<file path="config.mk">
export PLATFORM = sky130hd
export DESIGN_NAME = tcp_pwm_gen
export DESIGN_NICKNAME = d
export VERILOG_FILES = /design/src/pkg/tcp_pkg.sv /design/src/hw/tcp_pwm_gen.sv /design/src/hw/tcp_channel.sv
export SDC_FILE = /design/constraint.sdc
export NUM_CORES = 1
export LEC_CHECK = 0
export BUFFER_PORTS_ARGS = -buffer_cell sky130_fd_sc_hd__buf_4
export CAP_MARGIN = 5
export CORE_UTILIZATION = 35
export DETAILED_ROUTE_END_ITERATION = 7
export MAX_ROUTING_LAYER = met4
export SYNTH_ARGS = -nofsm -noshare
export SYNTH_HDL_FRONTEND = slang
export SYNTH_SLANG_ARGS = --single-unit
export TNS_END_PERCENT = 50
</file>
<file path="constraint.sdc">
create_clock -name sys_clk -period 2.17 [get_ports sys_clk]
set_input_delay 0.434 -clock sys_clk [delete_from_list [all_inputs] [get_ports sys_clk]]
set_output_delay 0.434 -clock sys_clk [all_outputs]
set_load 0.03 [all_outputs]
</file>
<file path="src/pkg/tcp_pkg.sv">
package tcp_pkg;
   // core clock and the step count of one pwm period
   localparam int CLK_HZ = 10_000_000;
   localparam int PERIOD_STEPS = 255;
   localparam int RATE_80_HZ = 80;
   localparam int RATE_100_HZ = 100;
   localparam int RATE_200_HZ = 200;
   localparam int RATE_FAST_HZ = 2000;
   // cycles per duty step, rounded to the nearest whole cycle
   localparam logic [8:0] STEP_80 = 9'((CLK_HZ + RATE_80_HZ * PERIOD_STEPS / 2)
      / (RATE_80_HZ * PERIOD_STEPS));
   localparam logic [8:0] STEP_100 = 9'((CLK_HZ + RATE_100_HZ * PERIOD_STEPS
      / 2) / (RATE_100_HZ * PERIOD_STEPS));
   localparam logic [8:0] STEP_200 = 9'((CLK_HZ + RATE_200_HZ * PERIOD_STEPS
      / 2) / (RATE_200_HZ * PERIOD_STEPS));
   localparam logic [8:0] STEP_FAST = 9'((CLK_HZ + RATE_FAST_HZ * PERIOD_STEPS
      / 2) / (RATE_FAST_HZ * PERIOD_STEPS));
   localparam logic [7:0] LAST_PHASE = 8'(PERIOD_STEPS - 1);
   // dither (frequency modulation) rates, in mHz to keep 15.625 kHz exact
   localparam longint DITHER_1_MHZ = 15_625_000;
   localparam longint DITHER_2_MHZ = 31_250_000;
   localparam longint DITHER_3_MHZ = 62_500_000;
   localparam logic [9:0] DITHER_DIV_1 = 10'(64'(CLK_HZ) * 1000 / DITHER_1_MHZ);
   localparam logic [9:0] DITHER_DIV_2 = 10'(64'(CLK_HZ) * 1000 / DITHER_2_MHZ);
   localparam logic [9:0] DITHER_DIV_3 = 10'(64'(CLK_HZ) * 1000 / DITHER_3_MHZ);
   // register addresses (5-bit address field of the command byte)
   localparam logic [4:0] ADDR_FREQ = 5'h0C;
   localparam logic [4:0] ADDR_DUTY1 = 5'h1C;
   localparam logic [4:0] ADDR_DUTY2 = 5'h02;
   localparam logic [4:0] ADDR_DUTY3 = 5'h12;
   localparam logic [4:0] ADDR_FAST = 5'h06;
   localparam logic [4:0] ADDR_HBSEL1 = 5'h08;
   localparam logic [4:0] ADDR_HBSEL2 = 5'h04;
   localparam logic [4:0] ADDR_HBSEL3 = 5'h18;
   // frequency register fields
   localparam int FREQ_CH1_LSB = 0;
   localparam int FREQ_CH2_LSB = 2;
   localparam int FREQ_CH3_LSB = 4;
   localparam int FREQ_DITHER_LSB = 6;
   // fast-rate override bits, channel 1 at the lowest
   localparam int FAST_CH1_BIT = 4;
   localparam logic [7:0] FAST_MASK = 8'h70;
   // reset values
   localparam logic [7:0] FREQ_RESET = 8'h00;
   localparam logic [7:0] DUTY_RESET = 8'h00;
   localparam logic [7:0] FAST_RESET = 8'h00;
   localparam logic [7:0] HBSEL_RESET = 8'h00;
   localparam int NUM_CHANNELS = 3;
   localparam int NUM_OUTPUTS = 12;
endpackage : tcp_pkg

</file>
<file path="src/hw/tcp_pwm_gen.sv">
`timescale 1ns/10ps
module tcp_pwm_gen (
   input wire logic sys_clk, // core clock, 10 MHz
   input wire logic sys_rst, // synchronous reset, high
   input wire logic [4:0] reg_addr, // register address from command byte
   input wire logic [7:0] reg_wdata, // write data byte
   input wire logic reg_wr, // write strobe, one cycle
   input wire logic reg_rd, // read strobe, one cycle
   output logic [7:0] reg_rdata, // read data, registered
   output logic [2:0] channel_pwm, // raw channel outputs
   output logic [11:0] hb_pwm, // pwm level per half-bridge output
   output logic [11:0] hb_pwm_active // output follows a channel
);
   logic [7:0] channel_frequency_select;
   logic [7:0] channel1_duty_cycle;
   logic [7:0] channel2_duty_cycle;
   logic [7:0] channel3_duty_cycle;
   logic [7:0] channel_fast_rate_override;
   logic [7:0] output_source_select1;
   logic [7:0] output_source_select2;
   logic [7:0] output_source_select3;
   logic [1:0] clock_dither_rate_select;
   logic [9:0] dither_cnt;
   logic [9:0] dither_div;
   logic dither_phase;
   logic [23:0] source_fields;
   logic [7:0] duty_of [3];
   logic [1:0] rate_of [3];
   logic [7:0] next_rdata;

   ////////////////////////////////////////////////////////////////////////
   // register writes
   always_ff @(posedge sys_clk) begin
      if (sys_rst) begin
         channel_frequency_select <= tcp_pkg::FREQ_RESET;
      end else if (reg_wr && reg_addr == tcp_pkg::ADDR_FREQ) begin
         channel_frequency_select <= reg_wdata;
      end
   end

   always_ff @(posedge sys_clk) begin
      if (sys_rst) begin
         channel1_duty_cycle <= tcp_pkg::DUTY_RESET;
      end else if (reg_wr && reg_addr == tcp_pkg::ADDR_DUTY1) begin
         channel1_duty_cycle <= reg_wdata;
      end
   end

   always_ff @(posedge sys_clk) begin
      if (sys_rst) begin
         channel2_duty_cycle <= tcp_pkg::DUTY_RESET;
      end else if (reg_wr && reg_addr == tcp_pkg::ADDR_DUTY2) begin
         channel2_duty_cycle <= reg_wdata;
      end
   end

   always_ff @(posedge sys_clk) begin
      if (sys_rst) begin
         channel3_duty_cycle <= tcp_pkg::DUTY_RESET;
      end else if (reg_wr && reg_addr == tcp_pkg::ADDR_DUTY3) begin
         channel3_duty_cycle <= reg_wdata;
      end
   end

   // only the three override bits exist; the rest read as zero
   always_ff @(posedge sys_clk) begin
      if (sys_rst) begin
         channel_fast_rate_override <= tcp_pkg::FAST_RESET;
      end else if (reg_wr && reg_addr == tcp_pkg::ADDR_FAST) begin
         channel_fast_rate_override <= reg_wdata & tcp_pkg::FAST_MASK;
      end
   end

   always_ff @(posedge sys_clk) begin
      if (sys_rst) begin
         output_source_select1 <= tcp_pkg::HBSEL_RESET;
         output_source_select2 <= tcp_pkg::HBSEL_RESET;
         output_source_select3 <= tcp_pkg::HBSEL_RESET;
      end else if (reg_wr) begin
         if (reg_addr == tcp_pkg::ADDR_HBSEL1) begin
            output_source_select1 <= reg_wdata;
         end
         if (reg_addr == tcp_pkg::ADDR_HBSEL2) begin
            output_source_select2 <= reg_wdata;
         end
         if (reg_addr == tcp_pkg::ADDR_HBSEL3) begin
            output_source_select3 <= reg_wdata;
         end
      end
   end

   ////////////////////////////////////////////////////////////////////////
   // register reads; unmapped addresses answer zero
   always_comb begin
      unique case (reg_addr)
         tcp_pkg::ADDR_FREQ: next_rdata = channel_frequency_select;
         tcp_pkg::ADDR_DUTY1: next_rdata = channel1_duty_cycle;
         tcp_pkg::ADDR_DUTY2: next_rdata = channel2_duty_cycle;
         tcp_pkg::ADDR_DUTY3: next_rdata = channel3_duty_cycle;
         tcp_pkg::ADDR_FAST: next_rdata = channel_fast_rate_override;
         tcp_pkg::ADDR_HBSEL1: next_rdata = output_source_select1;
         tcp_pkg::ADDR_HBSEL2: next_rdata = output_source_select2;
         tcp_pkg::ADDR_HBSEL3: next_rdata = output_source_select3;
         default: next_rdata = 8'h00;
      endcase
   end

   always_ff @(posedge sys_clk) begin
      if (sys_rst) begin
         reg_rdata <= 8'h00;
      end else if (reg_rd) begin
         reg_rdata <= next_rdata;
      end
   end

   ////////////////////////////////////////////////////////////////////////
   // dither: a square wave at the modulation rate stretches duty steps
   // by one cycle in alternate half-cycles, a +/-0.25 % swing at 200 Hz
   assign clock_dither_rate_select =
      channel_frequency_select[tcp_pkg::FREQ_DITHER_LSB +: 2];

   always_comb begin
      unique case (clock_dither_rate_select)
         2'b01: dither_div = tcp_pkg::DITHER_DIV_1;
         2'b10: dither_div = tcp_pkg::DITHER_DIV_2;
         default: dither_div = tcp_pkg::DITHER_DIV_3;
      endcase
   end

   always_ff @(posedge sys_clk) begin
      if (sys_rst || clock_dither_rate_select == 2'b00) begin
         dither_cnt <= 10'h000;
         dither_phase <= 1'b0;
      end else if (dither_cnt >= (dither_div >> 1) - 10'h001) begin
         dither_cnt <= 10'h000;
         dither_phase <= ~dither_phase;
      end else begin
         dither_cnt <= dither_cnt + 10'h001;
      end
   end

   ////////////////////////////////////////////////////////////////////////
   // channels
   assign duty_of[0] = channel1_duty_cycle;
   assign duty_of[1] = channel2_duty_cycle;
   assign duty_of[2] = channel3_duty_cycle;
   assign rate_of[0] =
      channel_frequency_select[tcp_pkg::FREQ_CH1_LSB +: 2];
   assign rate_of[1] =
      channel_frequency_select[tcp_pkg::FREQ_CH2_LSB +: 2];
   assign rate_of[2] =
      channel_frequency_select[tcp_pkg::FREQ_CH3_LSB +: 2];

   generate
      for (genvar c = 0; c < tcp_pkg::NUM_CHANNELS; c++) begin : g_ch
         tcp_channel u_channel (
            .sys_clk(sys_clk),
            .sys_rst(sys_rst),
            .rate_select(rate_of[c]),
            .fast_override(
               channel_fast_rate_override[tcp_pkg::FAST_CH1_BIT + c]),
            .dither_stretch(dither_phase),
            .duty_value(duty_of[c]),
            .pwm_out(channel_pwm[c])
         );
      end
   endgenerate

   ////////////////////////////////////////////////////////////////////////
   // half-bridge routing, two select bits per output
   assign source_fields = {output_source_select3, output_source_select2,
      output_source_select1};

   generate
      for (genvar h = 0; h < tcp_pkg::NUM_OUTPUTS; h++) begin : g_hb
         logic [1:0] src;
         assign src = source_fields[2 * h +: 2];
         always_ff @(posedge sys_clk) begin
            if (sys_rst) begin
               hb_pwm[h] <= 1'b0;
               hb_pwm_active[h] <= 1'b0;
            end else begin
               hb_pwm_active[h] <= (src != 2'b00);
               unique case (src)
                  2'b01: hb_pwm[h] <= channel_pwm[0];
                  2'b10: hb_pwm[h] <= channel_pwm[1];
                  2'b11: hb_pwm[h] <= channel_pwm[2];
                  default: hb_pwm[h] <= 1'b0;
               endcase
            end
         end
      end
   endgenerate
endmodule : tcp_pwm_gen

</file>
<file path="src/hw/tcp_channel.sv">
`timescale 1ns/10ps
module tcp_channel (
   input wire logic sys_clk, // core clock
   input wire logic sys_rst, // synchronous reset, high
   input wire logic [1:0] rate_select, // 00 stop unless fast_override, 01/10/11 base rates
   input wire logic fast_override, // forces the fast rate
   input wire logic dither_stretch, // lengthen each duty step by one cycle
   input wire logic [7:0] duty_value, // on time in 255ths
   output logic pwm_out // channel output, registered
);
   logic [8:0] step_cnt;
   logic [8:0] step_len;
   logic [7:0] phase;
   logic halted;
   logic step_done;

   assign halted = (rate_select == 2'b00) && !fast_override;
   assign step_done = (step_cnt >= step_len - 9'h001);

   always_comb begin
      if (fast_override) begin
         step_len = tcp_pkg::STEP_FAST;
      end else begin
         unique case (rate_select)
            2'b01: step_len = tcp_pkg::STEP_80;
            2'b10: step_len = tcp_pkg::STEP_100;
            default: step_len = tcp_pkg::STEP_200;
         endcase
      end
      // dither spreads the spectrum by alternating step lengths
      if (dither_stretch) begin
         step_len = step_len + 9'h001;
      end
   end

   ////////////////////////////////////////////////////////////////////////
   always_ff @(posedge sys_clk) begin
      if (sys_rst || halted) begin
         step_cnt <= 9'h000;
      end else if (step_done) begin
         step_cnt <= 9'h000;
      end else begin
         step_cnt <= step_cnt + 9'h001;
      end
   end

   // 255 steps a period: phase runs 0..254
   always_ff @(posedge sys_clk) begin
      if (sys_rst || halted) begin
         phase <= 8'h00;
      end else if (step_done) begin
         phase <= (phase == tcp_pkg::LAST_PHASE) ? 8'h00 : phase + 8'h01;
      end
   end

   // duty 0 never beats phase, duty 255 always does
   always_ff @(posedge sys_clk) begin
      if (sys_rst || halted) begin
         pwm_out <= 1'b0;
      end else begin
         pwm_out <= (phase < duty_value);
      end
   end
endmodule : tcp_channel

</file>
# Yosys cells after proc, flatten, opt, wreduce, memory -nomap -nowiden
# Cells that the tools add are included.
# word_totals
latch_bits	0
ff_bits	156
memories	0
ram_bits	0
input_bits	17
rom_bits	0
# op_classes
muxes	26
div_mod_pow	0
n_shift	0
add_sub_neg	14
order_cmp	7
n_reduce_logical	38
bitwise_logic	1
n_eq_ne	55
mul	0
# op_table
cell	count
8-bit case mux with 8 select lines	1
2-bit == test, second input constant	28
9-bit by 1-bit adder with 9-bit output, second input constant	6
9-bit two-way mux	6
9-bit case mux with 2 select lines	3
1-bit case mux with 3 select lines	12
2-bit by 1-bit == test with 1-bit output, second input constant	16
9-bit >= comparator	3
9-bit by 1-bit subtractor with 9-bit output, second input constant	3
8-bit by 1-bit adder with 8-bit output, second input constant	3
8-bit == test, second input constant	3
8-bit less-than comparator	3
8-bit two-way mux	3
2-bit nonzero test	12
10-bit case mux with 2 select lines	1
5-bit == test, second input constant	3
10-bit by 1-bit adder with 10-bit output, second input constant	1
5-bit by 3-bit == test with 1-bit output, second input constant	2
5-bit by 4-bit == test with 1-bit output, second input constant	2
10-bit >= comparator	1
9-bit by 1-bit subtractor with 10-bit output, second input constant	1
1-bit logical AND	8
2-bit logical NOT	4
2-bit OR reduction	4
other kinds (5)	12

# Logic depth before layout (Yosys ltp)
# logic_depth
ltp_word	8
ltp_mapped	13
mapped_depth_nobuf	12

# Hierarchy
# A second synthesis with hierarchy kept.
# unflattened
hier_cells	989
hier_area_um2	8912.3
# by_module_without_submodules
mod	cells_per_inst	instances	seq_area_each_um2	area_each_um2
tcp_pwm_gen	518	1	2042.0	4588.2
tcp_channel	157	3	360.3	1441.4

# Worst setup path before layout
# OpenSTA, ideal clock, no wires.
# synth_timing
path_kind	flip-flop to flip-flop
from	register channel_frequency_select[3]
to	register g_ch[1].u_channel.step_cnt[2]
t_required_ns	2.105
path_buffers	1
setup_slack_ns	-0.134
period_less_slack_ns	2.304
arrival_ns	2.239
stages_incl_launch_ff	14
cell_sequence	dfxtp_1 inv_1 ha_1 nand2_1 ha_1 xnor2_1 ha_1 a21oi_1 o21ai_0 a31oi_1 o21ai_1 or2_2 clkbuf_1 nor2_1
# synth_between
elab_chain_len	8
word_cells_on_any_way	12
classes_between	add/sub: 2; order compare: 1; eq/ne: 2; mux: 3; reduce/logical: 4
# synth_rtl
element	line	text
start, declared	tcp_pwm_gen.sv:14	logic [7:0] channel_frequency_select;
start signal, assigned	tcp_pwm_gen.sv:35	channel_frequency_select <= tcp_pkg::FREQ_RESET;
start signal, assigned	tcp_pwm_gen.sv:37	channel_frequency_select <= reg_wdata;
2-bit == test or 2-bit by 1-bit == test with 1-bit output (tied branches)	tcp_channel.sv:24	unique case (rate_select)
9-bit case mux with 2 select lines	tcp_channel.sv:24	
9-bit two-way mux	tcp_channel.sv:21	if (fast_override) begin
9-bit by 1-bit adder with 9-bit output	tcp_channel.sv:32	step_len = step_len + 9'h001;
9-bit two-way mux	tcp_channel.sv:31	if (dither_stretch) begin
9-bit by 1-bit subtractor with 9-bit output	tcp_channel.sv:18	assign step_done = (step_cnt >= step_len - 9'h001);
9-bit >= comparator	tcp_channel.sv:18	
2-bit OR reduction (no source line) (*)	n/a	
end signal, assigned	tcp_channel.sv:43	step_cnt <= step_cnt + 9'h001;
end, declared	tcp_channel.sv:11	logic [8:0] step_cnt;
# Mark *: on every way between the ends. The rest lies on a longest branch, timed or not.
# A chain may end at the register's enable or synchronous reset.

# Worst setup path in the final report
# layout_timing
from	register channel_frequency_select[1]
to	register g_ch[0].u_channel.step_cnt[6]
# layout_between
elab_chain_len	8
word_cells_on_any_way	12
classes_between	add/sub: 2; order compare: 1; eq/ne: 2; mux: 3; reduce/logical: 4
# layout_rtl
element	line
2-bit == test or 2-bit by 1-bit == test with 1-bit output (tied branches)	tcp_channel.sv:24
9-bit case mux with 2 select lines	tcp_channel.sv:24
9-bit two-way mux	tcp_channel.sv:21
9-bit by 1-bit adder with 9-bit output	tcp_channel.sv:32
9-bit two-way mux	tcp_channel.sv:31
9-bit by 1-bit subtractor with 9-bit output	tcp_channel.sv:18
9-bit >= comparator	tcp_channel.sv:18
2-bit OR reduction (no source line) (*)	n/a
end signal, assigned	tcp_channel.sv:43
end, declared	tcp_channel.sv:11
# Marked as above.

==> metrics.log <==
INFO  metric status = finished, violations left
INFO  metric failed_checks = negative setup slack
INFO  metric die_width = 155 um
INFO  metric netSwitchingFraction = 25.6%
INFO  metric core-area = 22800 um2
INFO  metric clock_input_transition_at_the_sequential_cells_of_the_worst_setup_and_hold_paths = 70 ps
INFO  metric r2r-end = g_ch[0].u_channel.step_cnt[6]
INFO  metric die_h = 155 um
INFO  metric top_level_ports = 52
INFO  metric grt_use_met3 = 3.76%
INFO  metric synth-seq-area-share = 38.2%
INFO  metric area.sequential = 3140 um2
INFO  metric worstSetupPathType = flip-flop to flip-flop
INFO  metric port-buffer-count = 51
INFO  metric timing_worst_slew_pin_value = 719 ps
INFO  metric first_global_vias = 6679
INFO  metric timing.final.max_slew_violations = 0
INFO  metric synth_top_cells_by_count = dfxtp_1, nor2_1, nand2_1
INFO  metric synthMostInstantiatedCell = dfxtp_1
INFO  metric route.detailed.wl_per_inst = 15.9 um
INFO  metric remaining_drc_errors = 0
INFO  metric grt_use_met2 = 29.4%
INFO  metric synth-edff-count = 0
INFO  metric critical_path.max_stage_delay = 360 ps
INFO  metric power.density = 605 nW/um2
INFO  metric clock_latency = 440 ps
INFO  metric htree_num_levels = 4
INFO  metric max_freq = 428 MHz
INFO  metric synthesis.yosys.warnings = 0
INFO  metric tns = -3490 ps
INFO  metric setup_repair_after_global_routing_missed_its_margin = yes
INFO  metric global_route.overflow_total = 0
INFO  metric crit_path_end_kind = flip-flop
INFO  metric antenna_found_initial = 1
INFO  metric tritoncts_clock_tree = built
INFO  metric layout-area-overhead-vs-synth = 25.3%
INFO  metric timing.critical_path.slowest_stage_cell = or2_2
INFO  metric globalRouteMet1Util = 24.6%
INFO  metric power_switching = 1.59 mW
INFO  metric place_hpwl = 14900 um
INFO  metric grt.busiest_layer = met2
INFO  metric critical_path_arrival = 2710 ps
INFO  metric synth.ff_latch_count = 156
INFO  metric worstPathMaxFanout = 5
INFO  metric timing.critical_path.cells = buf_4, ha_1, or2_4, ha_4, a21oi_2, nor2_1, a211oi_2, buf_4, o21ai_2, or2_2, nor2_1
INFO  metric r2r_start = channel_frequency_select[1]
INFO  metric crit_path_start = channel_frequency_select[1]
INFO  metric tightest_hold_check_type = input pin to flip-flop
INFO  metric p_int = 4.61 mW
INFO  metric clk_path_buf_depth = 2
INFO  metric grt_max_degree = 70
INFO  metric place_congestion = 0.835
INFO  metric critPathRequiredTime = 2540 ps
INFO  metric postRouteAntennaNets = 0
INFO  metric synth_cells = 967
INFO  metric syn_area = 8180 um2
INFO  metric critical_path.startpoint_type = flip-flop
INFO  metric synthTopCellsByArea = dfxtp_1, ha_1, nor2_1
INFO  metric irDropWorstVdd = 614 uV
INFO  metric detail_route.first_pass.iterations = 5
INFO  metric critPathCapture = g_ch[0].u_channel.step_cnt[6]
INFO  metric netlist.top_cell.by_area = dfxtp_1
INFO  metric finalCritPeriodShare = 108%
INFO  metric timing.max_cap.violations = 0
INFO  metric mappedNetlistNets = 1063
INFO  metric grt_first_pass_wirelength = 35100 um
INFO  metric setup-violations-final = 40
INFO  metric worst-r2r-cell-count = 11
INFO  metric ff2ff_setup_slack = -170 ps
INFO  metric leakage = 3.89 nW
INFO  metric finalNetCount = 1149
INFO  metric ctsHoldBuffers = 0
INFO  metric placed_instance_area = 9160 um2
INFO  metric pwr-share-clk = 49.8%
INFO  metric start_util = 35.9%
INFO  metric layout_cell_share_with_drive_strength_beyond_1 = 23.1%
INFO  metric synth-async-reset-ratio = 0%
INFO  metric cts_sinks = 156
INFO  metric clock_tree.root_cell = clkbuf_16
INFO  metric hold_slack_final = 320 ps
INFO  metric footprint_of_the_multi_input_gates = 5040 um2
INFO  metric drt_wl_total = 21900 um
INFO  metric final.min_clock_period = 2340 ps
INFO  metric synth_cell_types = 62
INFO  metric postSynth.topFlopCell = dfxtp_1
INFO  metric detailroute.via_count = 7178
INFO  metric synth_top_area_share = 38.2%
INFO  metric layout.filler_cells = 2252
INFO  metric comb_power_share = 3.8%
INFO  metric timing.final.ws_setup = -167 ps
INFO  metric grt_util_all_layers = 19.1%
INFO  metric routed_via_density = 5.20
INFO  metric avgSynthCellArea = 8.46 um2
INFO  metric first_iteration_detailed_routing_drc_count = 552
INFO  metric slew-limit-headroom = 52.0%
INFO  metric cts_made_buffers = 17
INFO  metric fin_skew = 13.7 ps
INFO  metric seqPwrFrac = 46.4%
INFO  metric placementRows = 55
INFO  metric final_hold_viol_count = 0
INFO  metric final_cell_area = 10300 um2
INFO  metric full_die_area = 24000 um2
## through the flow
| step | cells | setup WS [ps] | power [mW] | utilization [%] |
|---|---|---|---|---|
| after floorplan | 967 | -28.2 | 3.07 | - |
| after global placement | 1337 | -206 | 3.17 | 40.2 |
| after detailed placement | 1337 | -287 | 3.17 | 40.2 |
| after CTS | 1374 | -113 | 6.25 | 44.1 |
| after global routing | 1380 | -276 | 6.40 | 45.0 |
| final | 1380 | -167 | 6.20 | 45.0 |
## power by group through the flow
stage / logic [mW] / registers, mW / clock network, mW
finish: 0.234 / 2.88 / 3.09
global route: 0.252 / 2.88 / 3.27
CTS: 0.226 / 2.88 / 3.15
detailed placement: 0.220 / 2.95 / 0
global placement: 0.220 / 2.95 / 0
floorplan: 0.125 / 2.95 / 0
## sequential cells by signal (all words and copies together) (netlist names)
signal                      cells
channel1_duty_cycle             8
channel2_duty_cycle             8
channel3_duty_cycle             8
channel_fast_rate_override      3
channel_frequency_select        8
dither_cnt                     10
dither_phase                    1
g_ch.u_channel.phase           24
g_ch.u_channel.pwm_out          3
g_ch.u_channel.step_cnt        27
hb_pwm                         12
hb_pwm_active                  12
output_source_select1           8
output_source_select2           8
output_source_select3           8
reg_rdata                       8
## cells in the final DEF, fill, tap and decap left out, types with 8 or more instances in the layout
cell | Yosys | final
dfxtp_1 | 156 | 148
nor2_1 | 134 | 131
buf_4 | 4 | 102
nand2_1 | 103 | 97
a21oi_1 | 82 | 74
ha_1 | 79 | 66
nand3_1 | 66 | 64
inv_1 | 52 | 44
mux2i_1 | 25 | 24
clkbuf_16 | 0 | 17
xnor2_1 | 19 | 16
xor2_1 | 16 | 16
ha_4 | 0 | 13
mux2_2 | 12 | 12
and3_1 | 11 | 11
a21o_1 | 10 | 10
nand4_1 | 10 | 10
a21oi_2 | 1 | 9
o21ai_0 | 16 | 8
nor3_1 | 10 | 8
a222oi_1 | 8 | 8
## worst min path at each step
| stage | start | end | slack, ps | cells after the start |
|---|---|---|---|---|
| 5_1_grt | reg_wdata[7] | output_source_select2[7] | 320 | 3 |
| 2_1_floorplan | dither_cnt[0] | dither_cnt[0] | 410 | 1 |
| 4_1_cts | reg_wdata[1] | output_source_select2[1] | 310 | 3 |
| 3_5_place_dp | dither_cnt[0] | dither_cnt[0] | 440 | 1 |
| 6_report | reg_wdata[5] | channel_frequency_select[5] | 320 | 3 |
| 3_3_place_gp | dither_cnt[0] | dither_cnt[0] | 430 | 1 |
## kinds of logic (layout without fill, tap and decap cells)
group	after synthesis	count (layout)	share of synthesized area [%]
flip-flops	156	156	38.2
AO/OA/AOI/OAI	187	188	15.2
buffers and inverters	97	193	5.09
multiplexers	37	37	4.71
other	1	2	0.0458
AND/OR/NAND/NOR	375	377	21.0
XOR/XNOR	35	35	3.75
adder cells (fa/ha/maj)	79	79	12.1
## worst max-delay path: cells and delay by family (launching register included)
kind                     cells  cell delay (ps)
AND/OR/NAND/NOR              4              780
AO/OA/AOI/OAI                3              430
adder cells (fa/ha/maj)      2              400
flip-flops                   1              340
buffers and inverters        2              320
## layout make-up
type / count / share of cell area [%]
Antenna cell: 1 / 0.0244
Timing Repair Buffer: 109 / 8.32
Inverter: 52 / 2.05
Tap cell: 313 / 3.82
Sequential cell: 156 / 30.6
Clock buffer: 17 / 4.15
Multi-Input combinational cell: 717 / 49.2
Clock inverter: 15 / 1.82
## routing by layer
layer | up-vias | wire [um]
li1 | 3569 | -
met1 | 3347 | 10200
met4 | 0 | 497
met3 | 42 | 1080
met5 | - | 0
met2 | 220 | 10100
## what timing repair did
action / in CTS / in global routing
cloned: 2 / 2
endpoints found under the hold margin: 0 / 0
resized for setup: 54 / 42
endpoints found under the setup margin: 55 / 58
pin swaps: 36 / 36
buffers inserted: 3 / 3
No activity file was read; power rests on OpenSTA's default activity.
